### config.mk
export PLATFORM = sky130hd
export DESIGN_NAME = ebw_top
export DESIGN_NICKNAME = d
export VERILOG_FILES = /design/src/ebw_pkg.sv /design/src/ebw_tick_if.sv /design/src/ebw_sync.sv /design/src/ebw_tick_div.sv /design/src/ebw_top.sv
export SDC_FILE = /design/constraint.sdc
export NUM_CORES = 1
export LEC_CHECK = 0
export BUFFER_PORTS_ARGS = -buffer_cell sky130_fd_sc_hd__clkbuf_2
export CAP_MARGIN = 20
export CORE_ASPECT_RATIO = 0.6
export CORE_MARGIN = 2
export CORE_UTILIZATION = 55
export DETAILED_ROUTE_END_ITERATION = 10
export PLACE_DENSITY = 0.86
export SYNTH_ARGS = -nofsm -noshare
export SYNTH_HDL_FRONTEND = slang
export SYNTH_SLANG_ARGS = --single-unit
### constraint.sdc
create_clock -name clk_i -period 4.2 [get_ports clk_i]
set_input_delay 0.84 -clock clk_i [delete_from_list [all_inputs] [get_ports clk_i]]
set_output_delay 0.84 -clock clk_i [all_outputs]
set_load 0.005 [all_outputs]
### src/ebw_pkg.sv
// Constants, field layout and state encoding of the bus ready/wait control
// What this block does
// - External module stretches a bus cycle through the ready input; device obeys it.
// - Ready input polarity is selectable and the sampled level is read by it.
// - Synchronous ready mode samples the two-flop synchronised input; partner drives it synchronous to reference clock.
// - Asynchronous ready mode adds a synchroniser stage and always at least one wait state.
// - First ready sample point follows the cycle's programmed phase lengths.
// - Ready sampled inactive inserts one ready wait state, then samples again.
// - Ready sampled active ends the access phase of the running bus cycle.
// - Asynchronous sample point lies one stage later than the synchronous one.
// - Read data captured on the edge that raises read strobe; address holds until the next cycle.
// - Address change before read strobe ends never alters captured read data.
// - Each cycle runs address setup, command delay, data setup, access, hold phases.
// - Phase lengths: setup 1-2 plus 0-3 on window change, 0-3, 0-1, 1-32, 0-3.
// - Ready only extends access phase, after its programmed mandatory length elapses.
package ebw_pkg;
	localparam int AXI_AW = 8;
	localparam int EXT_AW = 24;
	localparam int EXT_DW = 16;
	localparam int WIN_LSB = 16;
	// ----------------------------------------
	// Register offsets
	// ----------------------------------------
	localparam logic [7:0] OFS_CTRL = 8'h00;
	localparam logic [7:0] OFS_PHASE = 8'h04;
	localparam logic [7:0] OFS_ADDR = 8'h08;
	localparam logic [7:0] OFS_WDATA = 8'h0C;
	localparam logic [7:0] OFS_CMD = 8'h10;
	localparam logic [7:0] OFS_STAT = 8'h14;
	localparam logic [7:0] OFS_RDATA = 8'h18;
	// ----------------------------------------
	// Field positions and reset values
	// ----------------------------------------
	localparam int CTRL_EN_BIT = 0;
	localparam int CTRL_POL_BIT = 1;
	localparam int CTRL_ASYNC_BIT = 2;
	localparam logic [31:0] CTRL_RST = 32'h0000_0002;
	localparam logic [31:0] CTRL_MASK = 32'h0000_0007;
	localparam int PH_AB_BIT = 0;
	localparam int PH_EXT_LSB = 2;
	localparam int PH_C_LSB = 4;
	localparam int PH_D_BIT = 6;
	localparam int PH_E_LSB = 8;
	localparam int PH_F_LSB = 16;
	localparam logic [31:0] PHASE_RST = 32'h0000_0000;
	localparam logic [31:0] PHASE_MASK = 32'h0003_1F7D;
	localparam logic [31:0] ADDR_MASK = 32'h00FF_FFFF;
	localparam logic [31:0] WDATA_MASK = 32'h0000_FFFF;
	localparam int CMD_GO_BIT = 0;
	localparam int CMD_WR_BIT = 1;
	localparam int STAT_BUSY_BIT = 0;
	localparam int STAT_WAIT_LSB = 8;
	localparam logic [1:0] RESP_OKAY = 2'h0;
	localparam logic [1:0] RESP_SLVERR = 2'h2;
	// ----------------------------------------
	// Bus cycle states, Gray along the path
	// ----------------------------------------
	typedef enum logic [2:0] {
		ST_IDLE = 3'h0,
		ST_AB = 3'h1,
		ST_C = 3'h3,
		ST_D = 3'h2,
		ST_E = 3'h6,
		ST_RDY = 3'h7,
		ST_F = 3'h5
	} ebw_state_e;
endpackage

### src/ebw_tick_if.sv
// Phase time unit tick and reference clock carrier
`timescale 1ns/1ps
interface ebw_tick_if;
	logic tick;
	logic ref_clk;
	modport src (output tick, output ref_clk);
	modport dst (input tick, input ref_clk);
endinterface

### src/ebw_sync.sv
// Two-flop synchroniser for pin inputs
`timescale 1ns/1ps
module ebw_sync #(
	parameter int W = 1
) (
	input wire logic clk_i,
	input wire logic rst_b_i,
	input wire logic [W-1:0] d_i,
	output logic [W-1:0] q_o
);
	logic [W-1:0] meta_q;
	always_ff @(posedge clk_i or negedge rst_b_i) begin
		if (!rst_b_i) begin
			meta_q <= '0;
			q_o <= '0;
		end else begin
			meta_q <= d_i;
			q_o <= meta_q;
		end
	end
endmodule

### src/ebw_tick_div.sv
// Divider for the phase time unit and the bus reference clock
`timescale 1ns/1ps
module ebw_tick_div #(
	parameter int DIV = 2
) (
	input wire logic clk_i,
	input wire logic rst_b_i,
	ebw_tick_if.src tk
);
	localparam int CW = (DIV > 2) ? $clog2(DIV) : 1;
	localparam logic [CW-1:0] LAST = CW'(DIV - 1);
	localparam logic [CW-1:0] HALF = CW'(DIV / 2);
	logic [CW-1:0] cnt_q;
	logic [CW-1:0] cnt_d;
	if (DIV < 2 || (DIV % 2) != 0) begin : g_bad_div
		$error("DIV must be even and at least 2");
	end
	always_comb begin
		cnt_d = (cnt_q == LAST) ? '0 : cnt_q + 1'b1;
	end
	// Reference clock high in first half; tick on the last count
	always_ff @(posedge clk_i or negedge rst_b_i) begin
		if (!rst_b_i) begin
			cnt_q <= '0;
			tk.tick <= 1'b0;
			tk.ref_clk <= 1'b0;
		end else begin
			cnt_q <= cnt_d;
			tk.tick <= (cnt_d == LAST);
			tk.ref_clk <= (cnt_d < HALF);
		end
	end
endmodule

### src/ebw_top.sv
// External bus cycle engine with ready wait control and AXI4-Lite registers
`timescale 1ns/1ps
module ebw_top #(
	parameter int TCS_DIV = 2
) (
	input wire logic clk_i,
	input wire logic rst_b_i,
	input wire logic [7:0] s_axi_awaddr_i,
	input wire logic s_axi_awvalid_i,
	output logic s_axi_awready_o,
	input wire logic [31:0] s_axi_wdata_i,
	input wire logic [3:0] s_axi_wstrb_i,
	input wire logic s_axi_wvalid_i,
	output logic s_axi_wready_o,
	output logic [1:0] s_axi_bresp_o,
	output logic s_axi_bvalid_o,
	input wire logic s_axi_bready_i,
	input wire logic [7:0] s_axi_araddr_i,
	input wire logic s_axi_arvalid_i,
	output logic s_axi_arready_o,
	output logic [31:0] s_axi_rdata_o,
	output logic [1:0] s_axi_rresp_o,
	output logic s_axi_rvalid_o,
	input wire logic s_axi_rready_i,
	output logic bus_reference_clock_o,
	output logic cs_n_o,
	output logic rd_n_o,
	output logic wr_n_o,
	output logic [23:0] addr_o,
	output logic [15:0] data_o,
	output logic data_oe_o,
	input wire logic [15:0] data_i,
	input wire logic ready_i
);
	// ----------------------------------------
	// Clocking and pin synchronisers
	// ----------------------------------------
	ebw_tick_if tk ();
	logic rdy_s;
	logic [15:0] data_s;

	ebw_tick_div #(.DIV(TCS_DIV)) u_div (
		.clk_i(clk_i),
		.rst_b_i(rst_b_i),
		.tk(tk.src)
	);
	ebw_sync #(.W(1)) u_rdy_sync (
		.clk_i(clk_i),
		.rst_b_i(rst_b_i),
		.d_i(ready_i),
		.q_o(rdy_s)
	);
	ebw_sync #(.W(16)) u_dat_sync (
		.clk_i(clk_i),
		.rst_b_i(rst_b_i),
		.d_i(data_i),
		.q_o(data_s)
	);
	assign bus_reference_clock_o = tk.ref_clk;

	// ----------------------------------------
	// Register bus state
	// ----------------------------------------
	logic aw_rdy_q, aw_rdy_d, aw_full_q, aw_full_d;
	logic w_rdy_q, w_rdy_d, w_full_q, w_full_d;
	logic [7:0] awaddr_q, awaddr_d;
	logic [31:0] wdata_q, wdata_d;
	logic [3:0] wstrb_q, wstrb_d;
	logic bvalid_q, bvalid_d;
	logic [1:0] bresp_q, bresp_d;
	logic ar_rdy_q, ar_rdy_d, rvalid_q, rvalid_d;
	logic [31:0] rdata_q, rdata_d;
	logic [1:0] rresp_q, rresp_d;
	logic [31:0] ctrl_q, ctrl_d, phase_q, phase_d;
	logic [31:0] addr_reg_q, addr_reg_d, wdat_reg_q, wdat_reg_d;
	logic go_q, go_d, go_wr_q, go_wr_d;

	// ----------------------------------------
	// Bus cycle state
	// ----------------------------------------
	ebw_pkg::ebw_state_e st_q, st_d, nx;
	logic [4:0] cnt_q, cnt_d, last;
	logic [1:0] ext_q, ext_d;
	logic [7:0] win_q, win_d;
	logic [7:0] wait_q, wait_d;
	logic [15:0] rdat_q, rdat_d;
	logic rdy_dly_q, rdy_dly_d;
	logic cs_n_q, cs_n_d, rd_n_q, rd_n_d, wr_n_q, wr_n_d, oe_q, oe_d;
	logic is_wr_q, is_wr_d;
	logic [23:0] addr_q, addr_d;
	logic [15:0] dout_q, dout_d;
	logic take, busy, rdy_lvl, rdy_ok, async_m, rdy_en;
	logic [1:0] c_len, f_len;

	assign busy = (st_q != ebw_pkg::ST_IDLE) || go_q;
	assign async_m = ctrl_q[ebw_pkg::CTRL_ASYNC_BIT];
	assign rdy_en = ctrl_q[ebw_pkg::CTRL_EN_BIT];
	assign c_len = phase_q[ebw_pkg::PH_C_LSB +: 2];
	assign f_len = phase_q[ebw_pkg::PH_F_LSB +: 2];
	// Level after polarity selection
	assign rdy_lvl = ctrl_q[ebw_pkg::CTRL_POL_BIT] ? rdy_s : ~rdy_s;
	// Async path reads value one tick older
	assign rdy_ok = !rdy_en || (async_m ? rdy_dly_q : rdy_lvl);

	function automatic logic [31:0] merge(input logic [31:0] old,
		input logic [31:0] nw, input logic [3:0] strb);
		logic [31:0] r;
		r = old;
		for (int i = 0; i < 4; i++) begin
			if (strb[i])
				r[8*i +: 8] = nw[8*i +: 8];
		end
		return r;
	endfunction

	// ----------------------------------------
	// AXI4-Lite slave and registers
	// ----------------------------------------
	always_comb begin
		aw_rdy_d = aw_rdy_q;
		aw_full_d = aw_full_q;
		awaddr_d = awaddr_q;
		w_rdy_d = w_rdy_q;
		w_full_d = w_full_q;
		wdata_d = wdata_q;
		wstrb_d = wstrb_q;
		bvalid_d = bvalid_q;
		bresp_d = bresp_q;
		ar_rdy_d = ar_rdy_q;
		rvalid_d = rvalid_q;
		rdata_d = rdata_q;
		rresp_d = rresp_q;
		ctrl_d = ctrl_q;
		phase_d = phase_q;
		addr_reg_d = addr_reg_q;
		wdat_reg_d = wdat_reg_q;
		go_d = go_q && !take;
		go_wr_d = go_wr_q;
		if (s_axi_awvalid_i && aw_rdy_q) begin
			aw_rdy_d = 1'b0;
			aw_full_d = 1'b1;
			awaddr_d = s_axi_awaddr_i;
		end
		if (s_axi_wvalid_i && w_rdy_q) begin
			w_rdy_d = 1'b0;
			w_full_d = 1'b1;
			wdata_d = s_axi_wdata_i;
			wstrb_d = s_axi_wstrb_i;
		end
		if (aw_full_q && w_full_q && !bvalid_q) begin
			aw_full_d = 1'b0;
			w_full_d = 1'b0;
			bvalid_d = 1'b1;
			bresp_d = ebw_pkg::RESP_OKAY;
			if (awaddr_q == ebw_pkg::OFS_CTRL) begin
				ctrl_d = merge(ctrl_q, wdata_q, wstrb_q) & ebw_pkg::CTRL_MASK;
			end else if (awaddr_q == ebw_pkg::OFS_PHASE) begin
				phase_d = merge(phase_q, wdata_q, wstrb_q) & ebw_pkg::PHASE_MASK;
			end else if (awaddr_q == ebw_pkg::OFS_ADDR) begin
				addr_reg_d = merge(addr_reg_q, wdata_q, wstrb_q) & ebw_pkg::ADDR_MASK;
			end else if (awaddr_q == ebw_pkg::OFS_WDATA) begin
				wdat_reg_d = merge(wdat_reg_q, wdata_q, wstrb_q) & ebw_pkg::WDATA_MASK;
			end else if (awaddr_q == ebw_pkg::OFS_CMD) begin
				if (busy) begin
					bresp_d = ebw_pkg::RESP_SLVERR;
				end else if (wstrb_q[0] && wdata_q[ebw_pkg::CMD_GO_BIT]) begin
					go_d = 1'b1;
					go_wr_d = wdata_q[ebw_pkg::CMD_WR_BIT];
				end
			end else if (awaddr_q == ebw_pkg::OFS_STAT || awaddr_q == ebw_pkg::OFS_RDATA) begin
				bresp_d = ebw_pkg::RESP_OKAY;
			end else begin
				bresp_d = ebw_pkg::RESP_SLVERR;
			end
		end
		if (bvalid_q && s_axi_bready_i) begin
			bvalid_d = 1'b0;
			aw_rdy_d = 1'b1;
			w_rdy_d = 1'b1;
		end
		if (s_axi_arvalid_i && ar_rdy_q) begin
			ar_rdy_d = 1'b0;
			rvalid_d = 1'b1;
			rresp_d = ebw_pkg::RESP_OKAY;
			rdata_d = 32'h0000_0000;
			if (s_axi_araddr_i == ebw_pkg::OFS_CTRL) begin
				rdata_d = ctrl_q;
			end else if (s_axi_araddr_i == ebw_pkg::OFS_PHASE) begin
				rdata_d = phase_q;
			end else if (s_axi_araddr_i == ebw_pkg::OFS_ADDR) begin
				rdata_d = addr_reg_q;
			end else if (s_axi_araddr_i == ebw_pkg::OFS_WDATA) begin
				rdata_d = wdat_reg_q;
			end else if (s_axi_araddr_i == ebw_pkg::OFS_CMD) begin
				rdata_d = 32'h0000_0000;
			end else if (s_axi_araddr_i == ebw_pkg::OFS_STAT) begin
				rdata_d[ebw_pkg::STAT_BUSY_BIT] = busy;
				rdata_d[ebw_pkg::STAT_WAIT_LSB +: 8] = wait_q;
			end else if (s_axi_araddr_i == ebw_pkg::OFS_RDATA) begin
				rdata_d = {16'h0000, rdat_q};
			end else begin
				rresp_d = ebw_pkg::RESP_SLVERR;
			end
		end
		if (rvalid_q && s_axi_rready_i) begin
			rvalid_d = 1'b0;
			ar_rdy_d = 1'b1;
		end
	end

	always_ff @(posedge clk_i or negedge rst_b_i) begin
		if (!rst_b_i) begin
			aw_rdy_q <= 1'b1;
			aw_full_q <= 1'b0;
			awaddr_q <= 8'h00;
			w_rdy_q <= 1'b1;
			w_full_q <= 1'b0;
			wdata_q <= 32'h0000_0000;
			wstrb_q <= 4'h0;
			bvalid_q <= 1'b0;
			bresp_q <= ebw_pkg::RESP_OKAY;
			ar_rdy_q <= 1'b1;
			rvalid_q <= 1'b0;
			rdata_q <= 32'h0000_0000;
			rresp_q <= ebw_pkg::RESP_OKAY;
			ctrl_q <= ebw_pkg::CTRL_RST;
			phase_q <= ebw_pkg::PHASE_RST;
			addr_reg_q <= 32'h0000_0000;
			wdat_reg_q <= 32'h0000_0000;
			go_q <= 1'b0;
			go_wr_q <= 1'b0;
		end else begin
			aw_rdy_q <= aw_rdy_d;
			aw_full_q <= aw_full_d;
			awaddr_q <= awaddr_d;
			w_rdy_q <= w_rdy_d;
			w_full_q <= w_full_d;
			wdata_q <= wdata_d;
			wstrb_q <= wstrb_d;
			bvalid_q <= bvalid_d;
			bresp_q <= bresp_d;
			ar_rdy_q <= ar_rdy_d;
			rvalid_q <= rvalid_d;
			rdata_q <= rdata_d;
			rresp_q <= rresp_d;
			ctrl_q <= ctrl_d;
			phase_q <= phase_d;
			addr_reg_q <= addr_reg_d;
			wdat_reg_q <= wdat_reg_d;
			go_q <= go_d;
			go_wr_q <= go_wr_d;
		end
	end

	// ----------------------------------------
	// Bus cycle phase sequencer
	// ----------------------------------------
	always_comb begin
		st_d = st_q;
		cnt_d = cnt_q;
		ext_d = ext_q;
		win_d = win_q;
		wait_d = wait_q;
		rdat_d = rdat_q;
		rdy_dly_d = rdy_dly_q;
		cs_n_d = cs_n_q;
		rd_n_d = rd_n_q;
		wr_n_d = wr_n_q;
		oe_d = oe_q;
		is_wr_d = is_wr_q;
		addr_d = addr_q;
		dout_d = dout_q;
		take = 1'b0;
		nx = ebw_pkg::ST_IDLE;
		// Last count of the current phase, in phase time units
		case (st_q)
			ebw_pkg::ST_AB: last = {4'h0, phase_q[ebw_pkg::PH_AB_BIT]}
				+ {3'h0, ext_q};
			ebw_pkg::ST_C: last = {3'h0, c_len} - 5'h01;
			ebw_pkg::ST_E: last = phase_q[ebw_pkg::PH_E_LSB +: 5];
			ebw_pkg::ST_F: last = {3'h0, f_len} - 5'h01;
			default: last = 5'h00;
		endcase
		// Zero length phases are skipped
		case (st_q)
			ebw_pkg::ST_AB: nx = (c_len != 2'h0) ? ebw_pkg::ST_C :
				phase_q[ebw_pkg::PH_D_BIT] ? ebw_pkg::ST_D : ebw_pkg::ST_E;
			ebw_pkg::ST_C: nx = phase_q[ebw_pkg::PH_D_BIT] ?
				ebw_pkg::ST_D : ebw_pkg::ST_E;
			default: nx = ebw_pkg::ST_E;
		endcase
		if (tk.tick) begin
			rdy_dly_d = rdy_lvl;
			case (st_q)
				ebw_pkg::ST_IDLE: begin
					if (go_q) begin
						take = 1'b1;
						st_d = ebw_pkg::ST_AB;
						cnt_d = 5'h00;
						cs_n_d = 1'b0;
						is_wr_d = go_wr_q;
						oe_d = go_wr_q;
						addr_d = addr_reg_q[23:0];
						dout_d = wdat_reg_q[15:0];
						wait_d = 8'h00;
						win_d = addr_reg_q[ebw_pkg::WIN_LSB +: 8];
						ext_d = (addr_reg_q[ebw_pkg::WIN_LSB +: 8] != win_q) ?
							phase_q[ebw_pkg::PH_EXT_LSB +: 2] : 2'h0;
					end
				end
				ebw_pkg::ST_AB, ebw_pkg::ST_C, ebw_pkg::ST_D: begin
					if (cnt_q == last) begin
						cnt_d = 5'h00;
						st_d = nx;
						if (nx == ebw_pkg::ST_E) begin
							rd_n_d = is_wr_q;
							wr_n_d = !is_wr_q;
						end
					end else begin
						cnt_d = cnt_q + 5'h01;
					end
				end
				ebw_pkg::ST_E, ebw_pkg::ST_RDY: begin
					if (cnt_q != last) begin
						cnt_d = cnt_q + 5'h01;
					end else if (!rdy_ok || (rdy_en && async_m &&
						st_q == ebw_pkg::ST_E)) begin
						// Sample point found not ready: wait one unit
						st_d = ebw_pkg::ST_RDY;
						cnt_d = 5'h00;
						if (wait_q != 8'hFF)
							wait_d = wait_q + 8'h01;
					end else begin
						// Strobe rises and data are caught on one edge
						cnt_d = 5'h00;
						rd_n_d = 1'b1;
						wr_n_d = 1'b1;
						if (!is_wr_q)
							rdat_d = data_s;
						if (f_len != 2'h0) begin
							st_d = ebw_pkg::ST_F;
						end else begin
							st_d = ebw_pkg::ST_IDLE;
							cs_n_d = 1'b1;
							oe_d = 1'b0;
						end
					end
				end
				default: begin
					if (cnt_q == last) begin
						cnt_d = 5'h00;
						st_d = ebw_pkg::ST_IDLE;
						cs_n_d = 1'b1;
						oe_d = 1'b0;
					end else begin
						cnt_d = cnt_q + 5'h01;
					end
				end
			endcase
		end
	end

	always_ff @(posedge clk_i or negedge rst_b_i) begin
		if (!rst_b_i) begin
			st_q <= ebw_pkg::ST_IDLE;
			cnt_q <= 5'h00;
			ext_q <= 2'h0;
			win_q <= 8'h00;
			wait_q <= 8'h00;
			rdat_q <= 16'h0000;
			rdy_dly_q <= 1'b0;
			cs_n_q <= 1'b1;
			rd_n_q <= 1'b1;
			wr_n_q <= 1'b1;
			oe_q <= 1'b0;
			is_wr_q <= 1'b0;
			addr_q <= 24'h00_0000;
			dout_q <= 16'h0000;
		end else begin
			st_q <= st_d;
			cnt_q <= cnt_d;
			ext_q <= ext_d;
			win_q <= win_d;
			wait_q <= wait_d;
			rdat_q <= rdat_d;
			rdy_dly_q <= rdy_dly_d;
			cs_n_q <= cs_n_d;
			rd_n_q <= rd_n_d;
			wr_n_q <= wr_n_d;
			oe_q <= oe_d;
			is_wr_q <= is_wr_d;
			addr_q <= addr_d;
			dout_q <= dout_d;
		end
	end

	assign s_axi_awready_o = aw_rdy_q;
	assign s_axi_wready_o = w_rdy_q;
	assign s_axi_bvalid_o = bvalid_q;
	assign s_axi_bresp_o = bresp_q;
	assign s_axi_arready_o = ar_rdy_q;
	assign s_axi_rvalid_o = rvalid_q;
	assign s_axi_rdata_o = rdata_q;
	assign s_axi_rresp_o = rresp_q;
	assign cs_n_o = cs_n_q;
	assign rd_n_o = rd_n_q;
	assign wr_n_o = wr_n_q;
	assign data_oe_o = oe_q;
	assign addr_o = addr_q;
	assign data_o = dout_q;
endmodule

==> flow_summary_export.csv <==
group,metric,value,unit
worst_setup_path,required,4.60,ns
min_path,hp-class,"reg2reg",
yosys,yosysTopAreaCell,"dfrtp_1",
yosys,yosysMostFrequentCell,"dfrtp_1",
worst_setup_path,endpoint,"rdat_q[3]",
detailed_routing,first_iter_violations,767,
clock_network,cts_tree,"yes",
floorplanning,start_util,55.6,%
run,drv_cap,0,
sta,timing.fmax,0.321,GHz
sta,grt_setup_unrepaired,"no",
power,comb_power_share,14.6,%
worst_setup_path,worstSetupPathType,"reg2reg",
placement,dp_hpwl,17300,um
final_layout,fin_nets,1063,
detailed_routing,routedWlPerCell,20.1,um
floorplanning,row_count,38,
detailed_routing,first_pass_iters,5,
sta,drv_slew,0,
detailed_routing,wirelength,24800,um
clock_network,path_clk_slew,0.07,ns
global_routing,grt_pass1_vias,7153,
yosys,syn_area_per_cell,11.9,um^2
yosys,synth_edf_count,0,
clock_network,cts-root-buf,"clkbuf_16",
detailed_routing,via_per_inst,5.85,
power,ir_drop,0.349,mV
sta,setup_viol,0,
sta,period_needed,3.11,ns
detailed_routing,detail-route-antenna-nets,0,
power,p_sw_share,28.4,%
worst_setup_path,r2r-start,"st_q[1]",
sta,relSlewSlack,27.1,%
final_layout,multi_input_area,3650,um^2
yosys,syn_area,9960,um^2
final_layout,register_area,6060,um^2
worst_setup_path,r2r_end,"rdat_q[3]",
power,power_density,508,nW/um^2
detailed_routing,vias,7228,
global_routing,grt_use_total,26.4,%
status,status,"finished, final reports clean",
placement,gp_congestion,0.957,
sta,timing.final.crit_share,74.1,%
global_routing,grt_pass1_wl,38800,um
floorplanning,die_area,19200,um^2
clock_network,cts.sinks,242,
power,p_leak,0.00584,uW
yosys,yosys-top-cells-count,"235 x dfrtp_1, 171 x nand2_1, 110 x mux2_2",
yosys,synth_area_leaders,"dfrtp_1 59%, mux2_2 12%, nand2_1 6.4%",
worst_setup_path,cp_max_fo,22,
worst_setup_path,critical_path.endpoint_type,"register",
yosys,yosysSeqAreaShare,60.9,%
sta,timing.hold.ws,0.347,ns
detailed_routing,drc,0,
worst_setup_path,r2r_cells,8,
yosys,syn_inst,834,
global_routing,grt.overflow.total,0,
final_layout,area_growth,16.5,%
clock_network,ctsResizeCount,0,
floorplanning,ioPinCount,162,
global_routing,antenna_found_initial,0,
final_layout,antennaDiodeCount,0,
power,switchingPower,1670,uW
power,clock_power_share,33.2,%
clock_network,cts_htree_levels,1,
final_layout,nFillCells,1378,
worst_setup_path,cp_data_arrival_time,3.51,ns
placement,io_buffers,142,
sta,finalSetupTns,0,ns
final_layout,drive_gt1_share,32.1,%
yosys,synth_seq_cells,242,
yosys,synth_cell_types,62,
worst_setup_path,reg2reg_slack,1.09,ns
global_routing,grt_max_degree,118,
floorplanning,die_w,178,um
power,seqPwrFrac,52.2,%
sta,hold_viol_final,0,
worst_setup_path,crit_start,"st_q[1]",
clock_network,hold_buffers,0,
yosys,synth_top_area_share,59.0,%
yosys,ys_warn_count,0,
floorplanning,coreArea,17900,um^2
power,p_int,4230,uW
worst_setup_path,cp-start-kind,"register",
floorplanning,die_y,108,um
clock_network,cts.path.max_buffers,3,
clock_network,cts_buffers,22,
clock_network,postCtsSetupBuffers,0,
clock_network,insertion_delay,0.52,ns
yosys,ys_async_sr_fraction,100,%
yosys,synth_ff_type,"dfrtp_1",
sta,worst_pin_slew,1.09,ns
sta,fin_skew,0.0144,ns
final_layout,fin_util,64.8,%
-- layer usage --
metal  vias to the layer above  GRT usage, %  part of all wire, %  wire length [um]
met1                      3599          38.8                   44             11000
met2                       353          38.1                   43             10600
met4                         0          7.38                  2.2               556
li1                       3215             -                    -                 -
met3                        61          8.40                   11              2670
met5                         -             0                    0                 0
-- stage by stage --
step	instance area (um^2)	instances	power [uW]	setup WS, ns
6_report	11600	1235	5900	1.09
5_1_grt	11600	1235	6160	0.930
4_1_cts	11600	1235	5910	1.18
3_5_place_dp	10900	1195	3950	1.22
3_3_place_gp	10900	1195	3890	1.28
2_1_floorplan	9990	843	3590	1.57
-- worst max-delay path, stage by stage (launching register included) --
cell	delay (ns)
dfrtp_1	0.80
nand2b_1	0.28
o22ai_1	0.11
a221o_1	0.33
xnor2_1	0.23
and3_1	0.37
and4_1	0.23
buf_4	0.27
mux2_2	0.38
-- worst min-delay path by stage --
| stage | startpoint | endpoint | slack, ns | cells after the start |
|---|---|---|---|---|
| after floorplan | u_dat_sync.meta_q[0] | u_dat_sync.q_o[0] | 0.33 | 0 |
| after global placement | u_dat_sync.meta_q[13] | u_dat_sync.q_o[13] | 0.34 | 0 |
| after detailed placement | u_dat_sync.meta_q[8] | u_dat_sync.q_o[8] | 0.33 | 0 |
| after CTS | u_dat_sync.meta_q[8] | u_dat_sync.q_o[8] | 0.34 | 0 |
| after global routing | u_dat_sync.meta_q[8] | u_dat_sync.q_o[8] | 0.35 | 0 |
| final | u_dat_sync.meta_q[8] | u_dat_sync.q_o[8] | 0.35 | 0 |
-- area by class of cell --
cell class	instances	area share, %
timing repair buffer	155	7.05
multi-input combinational	539	31.4
tap	240	2.59
sequential	242	52.2
clock buffer	31	5.55
inverter	19	0.614
clock inverter	9	0.528
-- cell families after synthesis --
family	synth area share (%)
mux	12.9
buf+inv	2.88
simple gates	11.9
other cells	0.0377
xor+xnor	0.967
compound gates	9.43
fa+ha+maj	1.01
flops	60.9
-- cell usage in the layout, fill, tap and decap left out, drive strengths merged, types with 9 or more instances in the layout --
cell type | netlist | routed
nand2 | 171 | 171
clkbuf | 23 | 172
nor2 | 15 | 15
inv | 19 | 19
o221ai | 9 | 9
dfrtp | 235 | 235
a21oi | 31 | 31
xor2 | 10 | 10
conb | 1 | 10
nand3 | 15 | 15
o21ai | 40 | 40
buf | 20 | 14
mux2 | 111 | 111
a22o | 11 | 11
-- state kept, by name (all words and copies together) (netlist names), 16 cells and up --
signal and count:
addr_reg_q 24, s_axi_rdata_o 24, wdata_q 24, addr_o 16
data_o 16, rdat_q 16, u_dat_sync.meta_q 16, u_dat_sync.q_o 16
wdat_reg_q 16
-- power by group through the flow --
stage | combinational [uW] | sequential [uW] | clock [uW]
5_1_grt | 960 | 3120 | 2070
3_3_place_gp | 817 | 3070 | 0
6_report | 863 | 3080 | 1960
3_5_place_dp | 856 | 3100 | 0
2_1_floorplan | 675 | 2910 | 0
4_1_cts | 862 | 3060 | 1980
Note: power is estimated with default switching activity, not from simulation.
